## config.mk

```make
export PLATFORM = sky130hd
export DESIGN_NAME = adc_control_interface
export DESIGN_NICKNAME = d
export VERILOG_FILES = /design/src/rtl/adc_ctrl_pkg.sv /design/src/rtl/adc_control_interface.sv
export SDC_FILE = /design/constraint.sdc
export NUM_CORES = 1
export LEC_CHECK = 0
export BUFFER_PORTS_ARGS = -buffer_cell sky130_fd_sc_hd__buf_2
export CORE_MARGIN = 10
export CORE_UTILIZATION = 40
export CTS_BUF_LIST = sky130_fd_sc_hd__clkbuf_2
export DETAILED_ROUTE_END_ITERATION = 16
export SLEW_MARGIN = 40
export SYNTH_ARGS = -nofsm -noshare
export SYNTH_HDL_FRONTEND = slang
export SYNTH_SLANG_ARGS = --single-unit
```

## constraint.sdc

```tcl
create_clock -name clock_i -period 2.5 [get_ports clock_i]
set_clock_uncertainty 0.1 [all_clocks]
set_input_delay 0.25 -clock clock_i [delete_from_list [all_inputs] [get_ports clock_i]]
set_output_delay 0.25 -clock clock_i [all_outputs]
set_load 0.005 [all_outputs]
```

## src/rtl/adc_ctrl_pkg.sv

```systemverilog
package adc_ctrl_pkg;
    // register port geometry
    localparam int ADDR_W = 5;
    localparam int DATA_W = 8;
    localparam int RES_W  = 10;
    localparam int CH_W   = 3;
    localparam int PIN_N  = 6;
    // register offsets
    localparam logic [4:0] OFS_PIN_EN  = 5'h05;
    localparam logic [4:0] OFS_CONTROL = 5'h06;
    localparam logic [4:0] OFS_RES_HI  = 5'h08;
    localparam logic [4:0] OFS_RES_LO  = 5'h09;
    localparam logic [4:0] OFS_STATUS  = 5'h10;
    localparam logic [4:0] OFS_MASK    = 5'h11;
    localparam logic [4:0] OFS_WAKE    = 5'h12;
    // control register fields
    localparam int CTL_REF    = 7;
    localparam int CTL_DIV_HI = 6;
    localparam int CTL_DIV_LO = 5;
    localparam int CTL_RUN    = 4;
    localparam int CTL_PWR    = 3;
    localparam int CTL_CH_HI  = 2;
    // status, mask and wake layout
    localparam int DONE_BIT   = 6;
    localparam int WAKE_BIT   = 6;
    localparam logic [7:0] PIN_EN_MASK = 8'h3F;
    localparam logic [7:0] RESET_BYTE  = 8'h00;
    localparam logic [2:0] CH_LAST     = 3'h5;
    // divider codes and ratios
    localparam logic [1:0] DIV_CODE_4  = 2'h0;
    localparam logic [1:0] DIV_CODE_16 = 2'h1;
    localparam logic [1:0] DIV_CODE_1  = 2'h2;
    localparam logic [1:0] DIV_CODE_2  = 2'h3;
    localparam logic [3:0] DIV_RATIO_4  = 4'h3;
    localparam logic [3:0] DIV_RATIO_16 = 4'hF;
    localparam logic [3:0] DIV_RATIO_1  = 4'h0;
    localparam logic [3:0] DIV_RATIO_2  = 4'h1;

    // request toward the analog converter core
    typedef struct packed {
        logic            power_on;
        logic            ref_external;
        logic            channel_valid;
        logic [CH_W-1:0] channel;
        logic            start;
        logic            clk_tick;
    } core_req_t;

    // pin function steering for port 6 and the reference pin
    typedef struct packed {
        logic [PIN_N-1:0] analog_en;
        logic [PIN_N-1:0] digital_en;
        logic             pin0_ext_int;
        logic             ref_pin_analog;
        logic             ref_pin_digital;
    } pin_mux_t;
endpackage

```

## src/rtl/adc_control_interface.sv

```systemverilog
`timescale 1ns/100ps
// Operation
// - pin enable bit makes port6 pin analog
// - pin0: ext interrupt over analog over gpio
// - reference select: supply at 0, pin at 1
// - divider codes give 4, 16, 1, 2
// - power bit zero gates off the conversion clock tick
// - channel codes 0-5 valid, 6-7 none
// - reference pin function beats digital io
// - completion loads result, clears run, flags
// - high result buffer ignores writes
// - low buffer holds two bits, rest zero
// - done flag hardware set, software cleared, masked
module adc_control_interface (
    input  wire logic                            clock_i,
    input  wire logic                            resetn_i,
    input  wire logic [adc_ctrl_pkg::ADDR_W-1:0] addr_i,
    input  wire logic [adc_ctrl_pkg::DATA_W-1:0] wdata_i,
    input  wire logic                            wr_i,
    input  wire logic                            rd_i,
    output logic      [adc_ctrl_pkg::DATA_W-1:0] rdata_o,
    input  wire logic                            ext_int_en_i,
    input  wire logic                            conv_done_i,
    input  wire logic [adc_ctrl_pkg::RES_W-1:0]  conv_result_i,
    output adc_ctrl_pkg::core_req_t              core_req_o,
    output adc_ctrl_pkg::pin_mux_t               pin_mux_o,
    output logic                                 wake_o,
    output logic                                 irq_o
);
    import adc_ctrl_pkg::*;

    logic [PIN_N-1:0]  pin_en_q;
    logic [DATA_W-1:0] ctl_q;
    logic [DATA_W-1:0] res_hi_q;
    logic [1:0]        res_lo_q;
    logic              done_q;
    logic              mask_q;
    logic              wake_en_q;
    logic              start_q;
    logic [3:0]        div_cnt_q;
    logic [DATA_W-1:0] rdata_q;
    logic              tick_q;
    logic              wr_pin;
    logic              wr_ctl;
    logic              run_set;
    logic [3:0]        div_top;

    // conversion clock ratio minus one for a divider code
    function automatic logic [3:0] div_last(input logic [1:0] code);
        case (code)
            DIV_CODE_4:  div_last = DIV_RATIO_4;
            DIV_CODE_16: div_last = DIV_RATIO_16;
            DIV_CODE_1:  div_last = DIV_RATIO_1;
            DIV_CODE_2:  div_last = DIV_RATIO_2;
            default:     div_last = DIV_RATIO_4;
        endcase
    endfunction

    // write decode
    assign wr_pin  = wr_i && (addr_i == OFS_PIN_EN);
    assign wr_ctl  = wr_i && (addr_i == OFS_CONTROL);
    assign run_set = wr_ctl && wdata_i[CTL_RUN];
    assign div_top = div_last(ctl_q[CTL_DIV_HI:CTL_DIV_LO]);

    // pin enables, upper bits not stored
    always_ff @(posedge clock_i or negedge resetn_i) begin
        if (!resetn_i) begin
            pin_en_q <= RESET_BYTE[PIN_N-1:0];
        end else if (wr_pin) begin
            pin_en_q <= wdata_i[PIN_N-1:0];
        end
    end

    // control fields other than run; software cannot clear run
    always_ff @(posedge clock_i or negedge resetn_i) begin
        if (!resetn_i) begin
            ctl_q <= RESET_BYTE;
        end else begin
            if (wr_ctl) begin
                ctl_q[CTL_REF:CTL_DIV_LO] <= wdata_i[CTL_REF:CTL_DIV_LO];
                ctl_q[CTL_PWR:0]          <= wdata_i[CTL_PWR:0];
            end
            if (run_set) begin
                ctl_q[CTL_RUN] <= 1'b1;
            end else if (conv_done_i && ctl_q[CTL_RUN]) begin
                ctl_q[CTL_RUN] <= 1'b0;
            end
        end
    end

    // one-cycle start toward the core on each write of one
    always_ff @(posedge clock_i or negedge resetn_i) begin
        if (!resetn_i) begin
            start_q <= 1'b0;
        end else begin
            start_q <= run_set;
        end
    end

    // result buffers load only from the core, never from writes
    always_ff @(posedge clock_i or negedge resetn_i) begin
        if (!resetn_i) begin
            res_hi_q <= RESET_BYTE;
            res_lo_q <= RESET_BYTE[1:0];
        end else if (conv_done_i && ctl_q[CTL_RUN]) begin
            res_hi_q <= conv_result_i[RES_W-1:2];
            res_lo_q <= conv_result_i[1:0];
        end
    end

    // done flag: completion beats a same-cycle write-one clear
    always_ff @(posedge clock_i or negedge resetn_i) begin
        if (!resetn_i) begin
            done_q <= 1'b0;
        end else if (conv_done_i && ctl_q[CTL_RUN]) begin
            done_q <= 1'b1;
        end else if (wr_i && (addr_i == OFS_STATUS) && wdata_i[DONE_BIT]) begin
            done_q <= 1'b0;
        end
    end

    // mask and wake enable
    always_ff @(posedge clock_i or negedge resetn_i) begin
        if (!resetn_i) begin
            mask_q    <= 1'b0;
            wake_en_q <= 1'b0;
        end else begin
            if (wr_i && (addr_i == OFS_MASK)) begin
                mask_q <= wdata_i[DONE_BIT];
            end
            if (wr_i && (addr_i == OFS_WAKE)) begin
                wake_en_q <= wdata_i[WAKE_BIT];
            end
        end
    end

    // conversion clock divider; restarts when a conversion starts
    always_ff @(posedge clock_i or negedge resetn_i) begin
        if (!resetn_i) begin
            div_cnt_q <= 4'h0;
            tick_q    <= 1'b0;
        end else if (run_set) begin
            div_cnt_q <= 4'h0;
            tick_q    <= 1'b0;
        end else if (div_cnt_q >= div_top) begin
            div_cnt_q <= 4'h0;
            tick_q    <= 1'b1;
        end else begin
            div_cnt_q <= div_cnt_q + 4'h1;
            tick_q    <= 1'b0;
        end
    end

    // read data stand only in the cycle after the strobe
    always_ff @(posedge clock_i or negedge resetn_i) begin
        if (!resetn_i) begin
            rdata_q <= RESET_BYTE;
        end else if (rd_i) begin
            case (addr_i)
                OFS_PIN_EN:  rdata_q <= {2'h0, pin_en_q} & PIN_EN_MASK;
                OFS_CONTROL: rdata_q <= ctl_q;
                OFS_RES_HI:  rdata_q <= res_hi_q;
                OFS_RES_LO:  rdata_q <= {6'h00, res_lo_q};
                OFS_STATUS:  rdata_q <= {1'b0, done_q & mask_q, 6'h00};
                OFS_MASK:    rdata_q <= {1'b0, mask_q, 6'h00};
                OFS_WAKE:    rdata_q <= {1'b0, wake_en_q, 6'h00};
                default:     rdata_q <= RESET_BYTE;
            endcase
        end else begin
            rdata_q <= RESET_BYTE;
        end
    end
    assign rdata_o = rdata_q;

    // core request; the divider tick only matters while powered
    always_comb begin
        core_req_o.power_on      = ctl_q[CTL_PWR];
        core_req_o.ref_external  = ctl_q[CTL_REF];
        core_req_o.channel       = ctl_q[CTL_CH_HI:0];
        core_req_o.channel_valid = (ctl_q[CTL_CH_HI:0] <= CH_LAST);
        core_req_o.start         = start_q;
        core_req_o.clk_tick      = tick_q & ctl_q[CTL_PWR];
    end

    // pin steering; software is expected to change it only while idle,
    // so no interlock is built here
    always_comb begin
        pin_mux_o.analog_en       = pin_en_q;
        pin_mux_o.analog_en[0]    = pin_en_q[0] & ~ext_int_en_i;
        pin_mux_o.digital_en      = ~pin_en_q;
        pin_mux_o.digital_en[0]   = ~pin_en_q[0] & ~ext_int_en_i;
        pin_mux_o.pin0_ext_int    = ext_int_en_i;
        pin_mux_o.ref_pin_analog  = ctl_q[CTL_REF];
        pin_mux_o.ref_pin_digital = ~ctl_q[CTL_REF];
    end

    // interrupt level and wake request
    assign irq_o  = done_q & mask_q;
    assign wake_o = done_q & wake_en_q;

endmodule // adc_control_interface

```

==> results of run 1 <==
## synthesized netlist by cell type (all sizes together), types with 2 or more instances
cell / number / area [sq um]
clkbuf: 2 / 7.51
o21ai: 2 / 13.8
a22oi: 4 / 35.0
inv: 11 / 41.3
nor2: 15 / 58.8
ha: 5 / 62.6
nand2b: 3 / 18.8
nor4b: 2 / 23.8
a21oi: 6 / 33.8
nor3: 2 / 10.0
a222oi: 4 / 40.0
buf: 19 / 149
and2: 3 / 18.8
nor2b: 2 / 12.5
nand2: 10 / 45.0
dfrtp: 41 / 1030
mux2: 26 / 312
## sequential cells by signal, indices dropped and copies added, names as in the netlist
| register | cells |
|---|---|
| done_q | 1 |
| rdata_o | 8 |
| res_hi_q | 8 |
| wake_en_q | 1 |
| pin_en_q | 6 |
| ctl_q | 8 |
| start_q | 1 |
| div_cnt_q | 4 |
| mask_q | 1 |
| tick_q | 1 |
| res_lo_q | 2 |
## critical path, delay by kind of cell, from the launching register on
kind                     cells  cell delay [ns]
AND/OR/NAND/NOR              3             0.45
adder cells (fa/ha/maj)      1             0.26
flip-flops                   1             0.46
AO/OA/AOI/OAI                2             0.41
## worst paths after layout
path                         startpoint           end  slack, ns  depth (start not counted)
max                            ctl_q[5]  div_cnt_q[2]       0.77                          6
min                                rd_i    rdata_o[1]       0.08                          3
max reg2reg                    ctl_q[5]  div_cnt_q[2]       0.77                          6
min reg2reg                div_cnt_q[0]  div_cnt_q[0]       0.41                          1
max in group asynchronous      resetn_i   res_hi_q[6]       1.71                          2
min in group asynchronous      resetn_i      ctl_q[4]       0.22                          2
## report_power, final
group          switching, mW  total [mW]  internal, mW
combinational          0.208       0.458         0.250
sequential            0.0999       0.886         0.786
clock                  0.228       0.399         0.170
total                  0.536        1.74          1.21
## final cells by class
cell class	instances	area, sq um	share of cell area [%]
clock inverters	3	46.3	1.81
multi-input cells	100	823	32.1
flip-flops and latches	41	1030	40.1
repair buffers	82	515	20.1
well taps	67	83.8	3.27
clock buffers	5	25.0	0.977
inverters	11	41.3	1.61
## through the flow
stage	cells	total power [mW]
detailed placement	281	1.34
finish	309	1.74
floorplan	173	1.20
CTS	308	1.76
global route	309	1.88
global placement	281	1.33
## metal layers
layer / up-vias / global-route usage, % / routed length (microns)
met4: 0 / 3.92 / 30
li1: 724 / - / -
met1: 704 / 14.9 / 2280
met5: - / 0 / 0
met2: 55 / 18.7 / 2220
met3: 4 / 4.20 / 337
## kinds of logic (layout without fill, tap and decap cells)
family	after synthesis	after routing	share of synthesized area, %
compound gates	22	22	8.68
xor+xnor	2	2	0.856
fa+ha+maj	5	5	3.06
buf+inv	32	101	9.66
flops	41	41	50.1
mux	27	27	15.7
simple gates	44	44	11.9
## timing repair
item / CTS / global route
buffers inserted: 0 / 0
endpoints found under the hold margin: 65 / 2
hold buffers: 19 / 1
==> metrics.md, run 1 <==
| Metric | Value |
|---|---|
| RSZ-0062 raised after global routing | `no` |
| Number of synthesized register bits | `41` |
| Via Count | `1487` |
| CTS root buf | `clkbuf_2` |
| Class of the most critical setup path | `flop to flop` |
| H-tree depth | `2` |
| Dominant synthesized flop cell | `dfrtp_1` |
| Fillers | `435` |
| Initial DRC count | `58` |
| First-pass GRT wire length | `8120 microns` |
| # rows | `25` |
| CP cell instances | `nand2b_1 > ha_1 > nand2b_1 > a21oi_1 > o221ai_1 > nor2_1` |
| Layout cell share with drive strength beyond 1 | `39.7%` |
| Initial core utilization | `42.2%` |
| Routed wire length | `4860 microns` |
| Routed Antenna Nets | `0` |
| N_diodes | `0` |
| Final period utilization | `69.1%` |
| Final hold slack | `0.0827 ns` |
| Number of flops mapped to enable cells by yosys | `0` |
| Cell mode on critical path | `nand2b_1` |
| Ports | `62` |
| Final core utilization | `52.8%` |
| Slew margin rel. | `60.1%` |
| Setup ws final | `0.772 ns` |
| Worst skew pair latency | `0.41 ns` |
| Final Instance Area | `2560 sq um` |
| Syn Nets | `207` |
| GRT overflow | `0` |
| Slowest cell on crit path | `dfrtp_1` |
| CTS resizes | `0` |
| Minimum clock period after layout | `1.73 ns` |
| Hpwl dp | `3440 microns` |
| Residual DRC | `0` |
| Commonest non-fill, non-tap cell in the layout | `buf_2` |
| Wire length per cell | `15.7 microns` |
| P&R area growth vs syn | `25.1%` |
| Setup WS pre-CTS | `0.727 ns` |
| Port Buffers | `61` |
| Post-synth cell types | `43` |
| PwrDens | `680 nW/um^2` |
| Routability-driven placement congestion ratio | `0.808` |
| Syn. warnings | `0` |
| Status | `finished clean` |
| Largest net degree at the start of global routing | `42` |
| Die Y | `91.5 microns` |
| CTS max path bufs | `2` |
| Final nets | `275` |
| Syn Inst Count | `173` |
| Vias in the first global route | `1570` |
| Max Cap Viol | `0` |
| Data arrival, critical path | `1.96 ns` |
| Fmax | `579 MHz` |
| CP max FO | `4` |
| Syn avg cell area | `11.8 sq um` |
| Num CTS Buffers | `5` |
| Synth Cell Area | `2050 sq um` |
| Crit-path max cell delay | `0.46 ns` |
| Slew Limit Fails | `0` |
| Total Routing Usage GR | `11.9%` |
| DR pass1 iterations | `5` |
| Crit path launch type | `flop` |
| CTS sink count | `41` |
| Worst slew pin tran | `0.597 ns` |
| Placed inst area | `2290 sq um` |
| Final Hold Vio Count | `0` |
| Post-synth ARST share | `100%` |
| Vias per cell | `4.81` |
| Die ar. | `8380 sq um` |
| Post-Route Setup TNS | `0 ns` |
| Most frequent cells in the layout | `60 x buf_2, 41 x dfrtp_1, 20 x dlygate4sd3_1` |
| Critical path endpoint category | `flop` |
| Pleak | `1.29 nW` |
| CTS tree | `built` |
| Initial antenna violation count | `0` |
| Sequential fraction of the synthesis area | `50.1%` |
| Final setup fails | `0` |
| Hold Crit Class | `input pin to flop` |
| Core box area | `4850 sq um` |
| Max rail drop VDD | `0.000321 V` |
| CP required | `2.73 ns` |
| Clock-pin slew on the worst setup and hold paths | `0.24 ns` |
| Die width | `91.5 microns` |
(Power assumes the default switching activity.)
==> run 2: changes to the inputs <==
Settings changed: ABC_AREA set to 1.
Clock period 2.5 ns to 1.75 ns, I/O delays scaled along.
==> metrics.md, run 2 <==
| Metric | Value |
|---|---|
| Int Pwr | `1.54 mW` |
| Routed Antenna Nets | `0` |
| First-pass GRT wire length | `8650 microns` |
| Data arrival, critical path | `1.84 ns` |
| Slew Limit Fails | `0` |
| Setup slack, reg-to-reg | `0.15 ns` |
| Commonest non-fill, non-tap cell in the layout | `nand2_1` |
| Switching power | `0.811 mW` |
| Die Y | `92.6 microns` |
| Register area | `1030 sq um` |
| Placed Instances | `352` |
| Fillers | `500` |
| Synth Cell Area | `2110 sq um` |
| Min-delay src | `addr_i[1]` |
| Final nets | `345` |
| Final period utilization | `91.6%` |
| CTS root buf | `clkbuf_2` |
| Layout cell share with drive strength beyond 1 | `33.0%` |
| Switching part of the total power | `34.5%` |
| CP max FO | `5` |
| Post-Route Setup TNS | `0 ns` |
| FF-to-FF End | `tick_q` |
| Final setup fails | `0` |
| Syn Inst Count | `236` |
| GR Util met1 | `15.1%` |
| Vias per cell | `4.51` |
| Crit path launch type | `flop` |
| N_diodes | `0` |
| Area contributors post-synth | `dfrtp_1 49%, nand2_1 11%, inv_1 5.9%, mux2_2 5.3%, buf_4 4.6%` |
| Sequential fraction of the synthesis area | `48.7%` |
| Status | `finished clean` |
| P&R area growth vs syn | `26.3%` |
| CTS max path bufs | `2` |
| Class of the most critical setup path | `flop to flop` |
| Layout Cells excl Fill | `382` |
| WHS Endpoint | `done_q` |
| Post-synth cell types | `26` |
| Yosys top cell area share | `48.7%` |
| Core box area | `5110 sq um` |
| R2R cell count | `7` |
| Placed inst area | `2400 sq um` |
| Slew margin rel. | `67.5%` |
| Setup ws final | `0.146 ns` |
| Final Instance Area | `2660 sq um` |
| Setup WS pre-CTS | `0.168 ns` |
| Hold Crit Class | `input pin to flop` |
| Hpwl dp | `3830 microns` |
| DR pass1 iterations | `4` |
| Clock-pin slew on the worst setup and hold paths | `0.21 ns` |
| # rows | `26` |
| Routability-driven placement congestion ratio | `0.855` |
| Met3 usage | `4.20%` |
| Fmax | `624 MHz` |
| Global-route track usage on met2 | `20.2%` |
| Worst slew pin tran | `0.487 ns` |
| Minimum clock period after layout | `1.60 ns` |
| GRT overflow | `0` |
| Number of flops mapped to enable cells by yosys | `0` |
| Initial DRC count | `70` |
| Ports | `62` |
| Via Count | `1722` |
| CTS sink count | `41` |
| Initial core utilization | `41.2%` |
| Syn Nets | `270` |
| Final Hold Vio Count | `0` |
| Critical path endpoint category | `flop` |
| Routed wire length | `5130 microns` |
| Post-synth ARST share | `100%` |
| PwrDens | `884 nW/um^2` |
| WHS Path Cells | `5` |
| Largest net degree at the start of global routing | `23` |
| Most Crowded Layer GR | `met2` |
| Number of synthesized register bits | `41` |
| Syn. warnings | `0` |
| FF-to-FF Start | `ctl_q[6]` |
| Cell taking the most area after synthesis | `dfrtp_1` |
| Worst skew pair latency | `0.42 ns` |
| CTS resizes | `0` |
| H-tree depth | `2` |
| Max Cap Viol | `0` |
| Syn avg cell area | `8.92 sq um` |
| Residual DRC | `0` |
| Final core utilization | `52.1%` |
| Wire length per cell | `13.4 microns` |
| Most frequent cells in the layout | `63 x nand2_1, 61 x buf_2, 41 x dfrtp_1` |
| Commonest cells in the netlist | `63 x nand2_1, 41 x dfrtp_1, 33 x inv_1` |
| Clock share of power | `18.0%` |
| Sequential Power Share | `53.4%` |
| Pleak | `1.51 nW` |
| Die ar. | `8570 sq um` |
| Die width | `92.6 microns` |
| Num CTS Buffers | `5` |
| Dominant synthesized flop cell | `dfrtp_1` |
| CTS tree | `built` |
| Initial antenna violation count | `0` |
| CP required | `1.98 ns` |
| Max rail drop VDD | `0.000460 V` |
| Comb power frac | `28.7%` |
| Total Routing Usage GR | `12.4%` |
| Area of the multi-input gates | `823 sq um` |
| Vias in the first global route | `1760` |
| RSZ-0062 raised after global routing | `no` |
| Port Buffers | `61` |
| Count leader, synth | `nand2_1` |
run 2: cell types whose count changed in the layout (fill, tap and decap cells not counted), sizes merged, moves of 3 or more:
cell | before | now
a222oi | 4 | 0
a22oi | 4 | 0
and2 | 3 | 0
inv | 11 | 34
mux2 | 26 | 10
nand2 | 10 | 66
nand2b | 3 | 0
nand3 | 1 | 12
nand4 | 1 | 4
nor2 | 15 | 25
o21ai | 2 | 14
run 2: power by group through the flow:
| stage | Combinational [mW] | Clock (mW) | Sequential [mW] |
|---|---|---|---|
| after floorplan | 0.479 | 0 | 1.23 |
| after global placement | 0.624 | 0 | 1.27 |
| after detailed placement | 0.642 | 0 | 1.27 |
| after CTS | 0.682 | 0.433 | 1.26 |
| after global routing | 0.773 | 0.477 | 1.29 |
| final | 0.674 | 0.422 | 1.26 |
run 2: critical path, stage by stage, from the launching register on:
cell and delay, ns:
dfrtp_1 0.44, inv_1 0.06, or2_2 0.27, ha_1 0.27, nand4_1 0.09, nand3_1 0.18
nand2_1 0.10, inv_1 0.04
run 2: area by class of cell:
class,instances,area share (%)
clock buffers,5,0.941
repair buffers,85,20.8
well taps,70,3.29
flip-flops and latches,41,38.6
multi-input cells,144,31.0
inverters,34,4.80
clock inverters,3,0.659
run 2: metal layers:
metal | routed length, microns | up-vias | share of wire [%]
li1 | - | 873 | -
met1 | 2360 | 787 | 46
met2 | 2320 | 55 | 45
met3 | 386 | 7 | 7.5
met4 | 63 | 0 | 1.2
met5 | 0 | - | 0
run 2: worst max-delay path by stage:
stage	startpoint	endpoint	slack, ns	cells past startpoint
4_1_cts	ctl_q[6]	tick_q	0.15	7
3_3_place_gp	ctl_q[6]	tick_q	0.18	7
2_1_floorplan	ctl_q[5]	tick_q	0.28	6
6_report	ctl_q[6]	tick_q	0.15	7
3_5_place_dp	ctl_q[6]	tick_q	0.17	7
5_1_grt	ctl_q[6]	div_cnt_q[0]	0.02	6
run 2: kinds of logic after synthesis:
group / after synthesis / synth area share (%)
muxes: 10 / 5.35
DFF: 41 / 48.7
buffers and inverters: 51 / 12.2
adders and majority gates: 5 / 2.97
xor gates and xnor gates: 2 / 0.832
and+or+nand+nor: 108 / 23.0
AOI/OAI and AO/OA: 19 / 6.95
run 2: repair_timing:
| item | CTS | global route |
|---|---|---|
| hold buffers | 22 | 0 |
| hold endpoints to repair | 76 | 0 |
| setup buffers | 0 | 0 |
| setup endpoints to repair | 0 | 0 |
run 2: through the flow:
stage	total power, mW	hold WS (ns)
floorplan	1.71	-0.221
global placement	1.90	0.0590
detailed placement	1.92	0.0641
CTS	2.37	0.0406
global route	2.54	0.0592
finish	2.35	0.0444
==> run 3: changes to the inputs <==
Settings changed: CTS_BUF_LIST sky130_fd_sc_hd__clkbuf_2 to sky130_fd_sc_hd__clkbuf_2 sky130_fd_sc_hd__clkbuf_4 sky130_fd_sc_hd__clkbuf_8, MAX_ROUTING_LAYER set to met4.
==> metrics.md, run 3 (synthesis results as in run 2) <==
| Metric | Value |
|---|---|
| Initial DRC count | `83` |
| CTS tree | `built` |
| Post-Route Setup TNS | `0 ns` |
| Clock-pin slew on the worst setup and hold paths | `0.08 ns` |
| Class of the most critical setup path | `flop to flop` |
| Worst skew pair latency | `0.29 ns` |
| Commonest non-fill, non-tap cell in the layout | `nand2_1` |
| # rows | `26` |
| Final setup fails | `0` |
| Crit path launch type | `flop` |
| CTS max path bufs | `2` |
| Minimum clock period after layout | `1.60 ns` |
| Worst slew pin tran | `0.501 ns` |
| CP required | `1.84 ns` |
| Initial antenna violation count | `0` |
| CTS resizes | `0` |
| P&R area growth vs syn | `19.8%` |
| Final nets | `326` |
| Critical path endpoint category | `flop` |
| Overall power | `2.54 mW` |
| N_diodes | `0` |
| Port Buffers | `61` |
| Hold Crit Class | `input pin to flop` |
| Int Pwr | `1.74 mW` |
| Num CTS Buffers | `5` |
| Comb power frac | `25.2%` |
| Fmax | `626 MHz` |
| GRT overflow | `0` |
| Vias per cell | `4.47` |
| CTS root buf | `clkbuf_8` |
| Switching part of the total power | `31.6%` |
| Sequential Power Share | `49.3%` |
| Die width | `92.6 microns` |
| Core box area | `5110 sq um` |
| Via Count | `1623` |
| DR pass1 iterations | `4` |
| Layout cell share with drive strength beyond 1 | `35.5%` |
| Initial core utilization | `41.2%` |
| PwrDens | `1010 nW/um^2` |
| Pleak | `1.45 nW` |
| Most frequent cells in the layout | `63 x nand2_1, 61 x buf_2, 41 x dfrtp_1` |
| Total Routing Usage GR | `12.4%` |
| RSZ-0062 raised after global routing | `no` |
| First-pass GRT wire length | `8350 microns` |
| Die ar. | `8570 sq um` |
| Vias in the first global route | `1721` |
| Routed Antenna Nets | `0` |
| Max Cap Viol | `0` |
| Hpwl dp | `3830 microns` |
| Largest net degree at the start of global routing | `23` |
| Die Y | `92.6 microns` |
| Clock share of power | `25.5%` |
| Final Hold Vio Count | `0` |
| Wire length per cell | `13.5 microns` |
| Residual DRC | `0` |
| Data arrival, critical path | `1.68 ns` |
| Switching power | `0.805 mW` |
| CTS sink count | `41` |
| Status | `finished clean` |
| Final core utilization | `49.4%` |
| Routability-driven placement congestion ratio | `0.868` |
| Routed wire length | `4890 microns` |
| H-tree depth | `2` |
| CP max FO | `5` |
| Final period utilization | `91.2%` |
| Max rail drop VDD | `0.000479 V` |
| Slew margin rel. | `66.6%` |
| Ports | `62` |
| Slew Limit Fails | `0` |
==> run 3: routing by layer <==
layer	track usage (%)	wire, microns	vias up
met5	-	0	-
met4	3.73	60	0
met3	3.79	290	5
met2	19.2	2250	56
met1	15.3	2290	730
li1	-	-	832
==> run 3: final cells by class <==
| class | instances | area, sq um |
|---|---|---|
| clock inverters | 2 | 13.8 |
| fillers | 524 | 2580 |
| flip-flops and latches | 41 | 1030 |
| inverters | 34 | 128 |
| multi-input cells | 144 | 823 |
| clock buffers | 6 | 82.6 |
| well taps | 70 | 87.6 |
| repair buffers | 66 | 363 |
==> run 3: power groups by stage <==
stage               sequential (mW)  combinational [mW]  clock, mW
finish                         1.25               0.640      0.650
global route                   1.28               0.737      0.722
CTS                            1.26               0.648      0.669
detailed placement             1.27               0.642          0
global placement               1.27               0.624          0
floorplan                      1.23               0.479          0
==> run 3: critical path: stages, from the launching register on <==
cell,delay (ns)
dfrtp_1,0.40
inv_1,0.06
or2_2,0.27
ha_1,0.27
nand4_1,0.09
nand3_1,0.18
nand2_1,0.10
inv_1,0.04
==> run 3: worst paths after layout <==
| kind | startpoint | end | slack (ns) | depth (start not counted) |
|---|---|---|---|---|
| min | conv_result_i[1] | res_lo_q[1] | 0.01 | 2 |
| max | ctl_q[6] | tick_q | 0.15 | 7 |
| max in group asynchronous | resetn_i | rdata_o[2] | 0.78 | 3 |
| min in group asynchronous | resetn_i | wake_en_q | 0.29 | 2 |
| max reg2reg | ctl_q[6] | tick_q | 0.15 | 7 |
| min reg2reg | done_q | done_q | 0.40 | 2 |
==> run 3: what timing repair did <==
item                                   in CTS  in global routing
hold buffers                                2                  1
endpoints found under the hold margin      20                  1
buffers inserted                            0                  0
==> run 3: per-stage QoR <==
stage	cell area [sq um]	hold slack, ns	worst slack [ns]	instances
after floorplan	2110	-0.221	0.281	236
after global placement	2400	0.0590	0.179	352
after detailed placement	2400	0.0641	0.168	352
after CTS	2510	0.00877	0.155	362
after global routing	2520	0.00180	0.0429	363
final	2520	0.0147	0.153	363
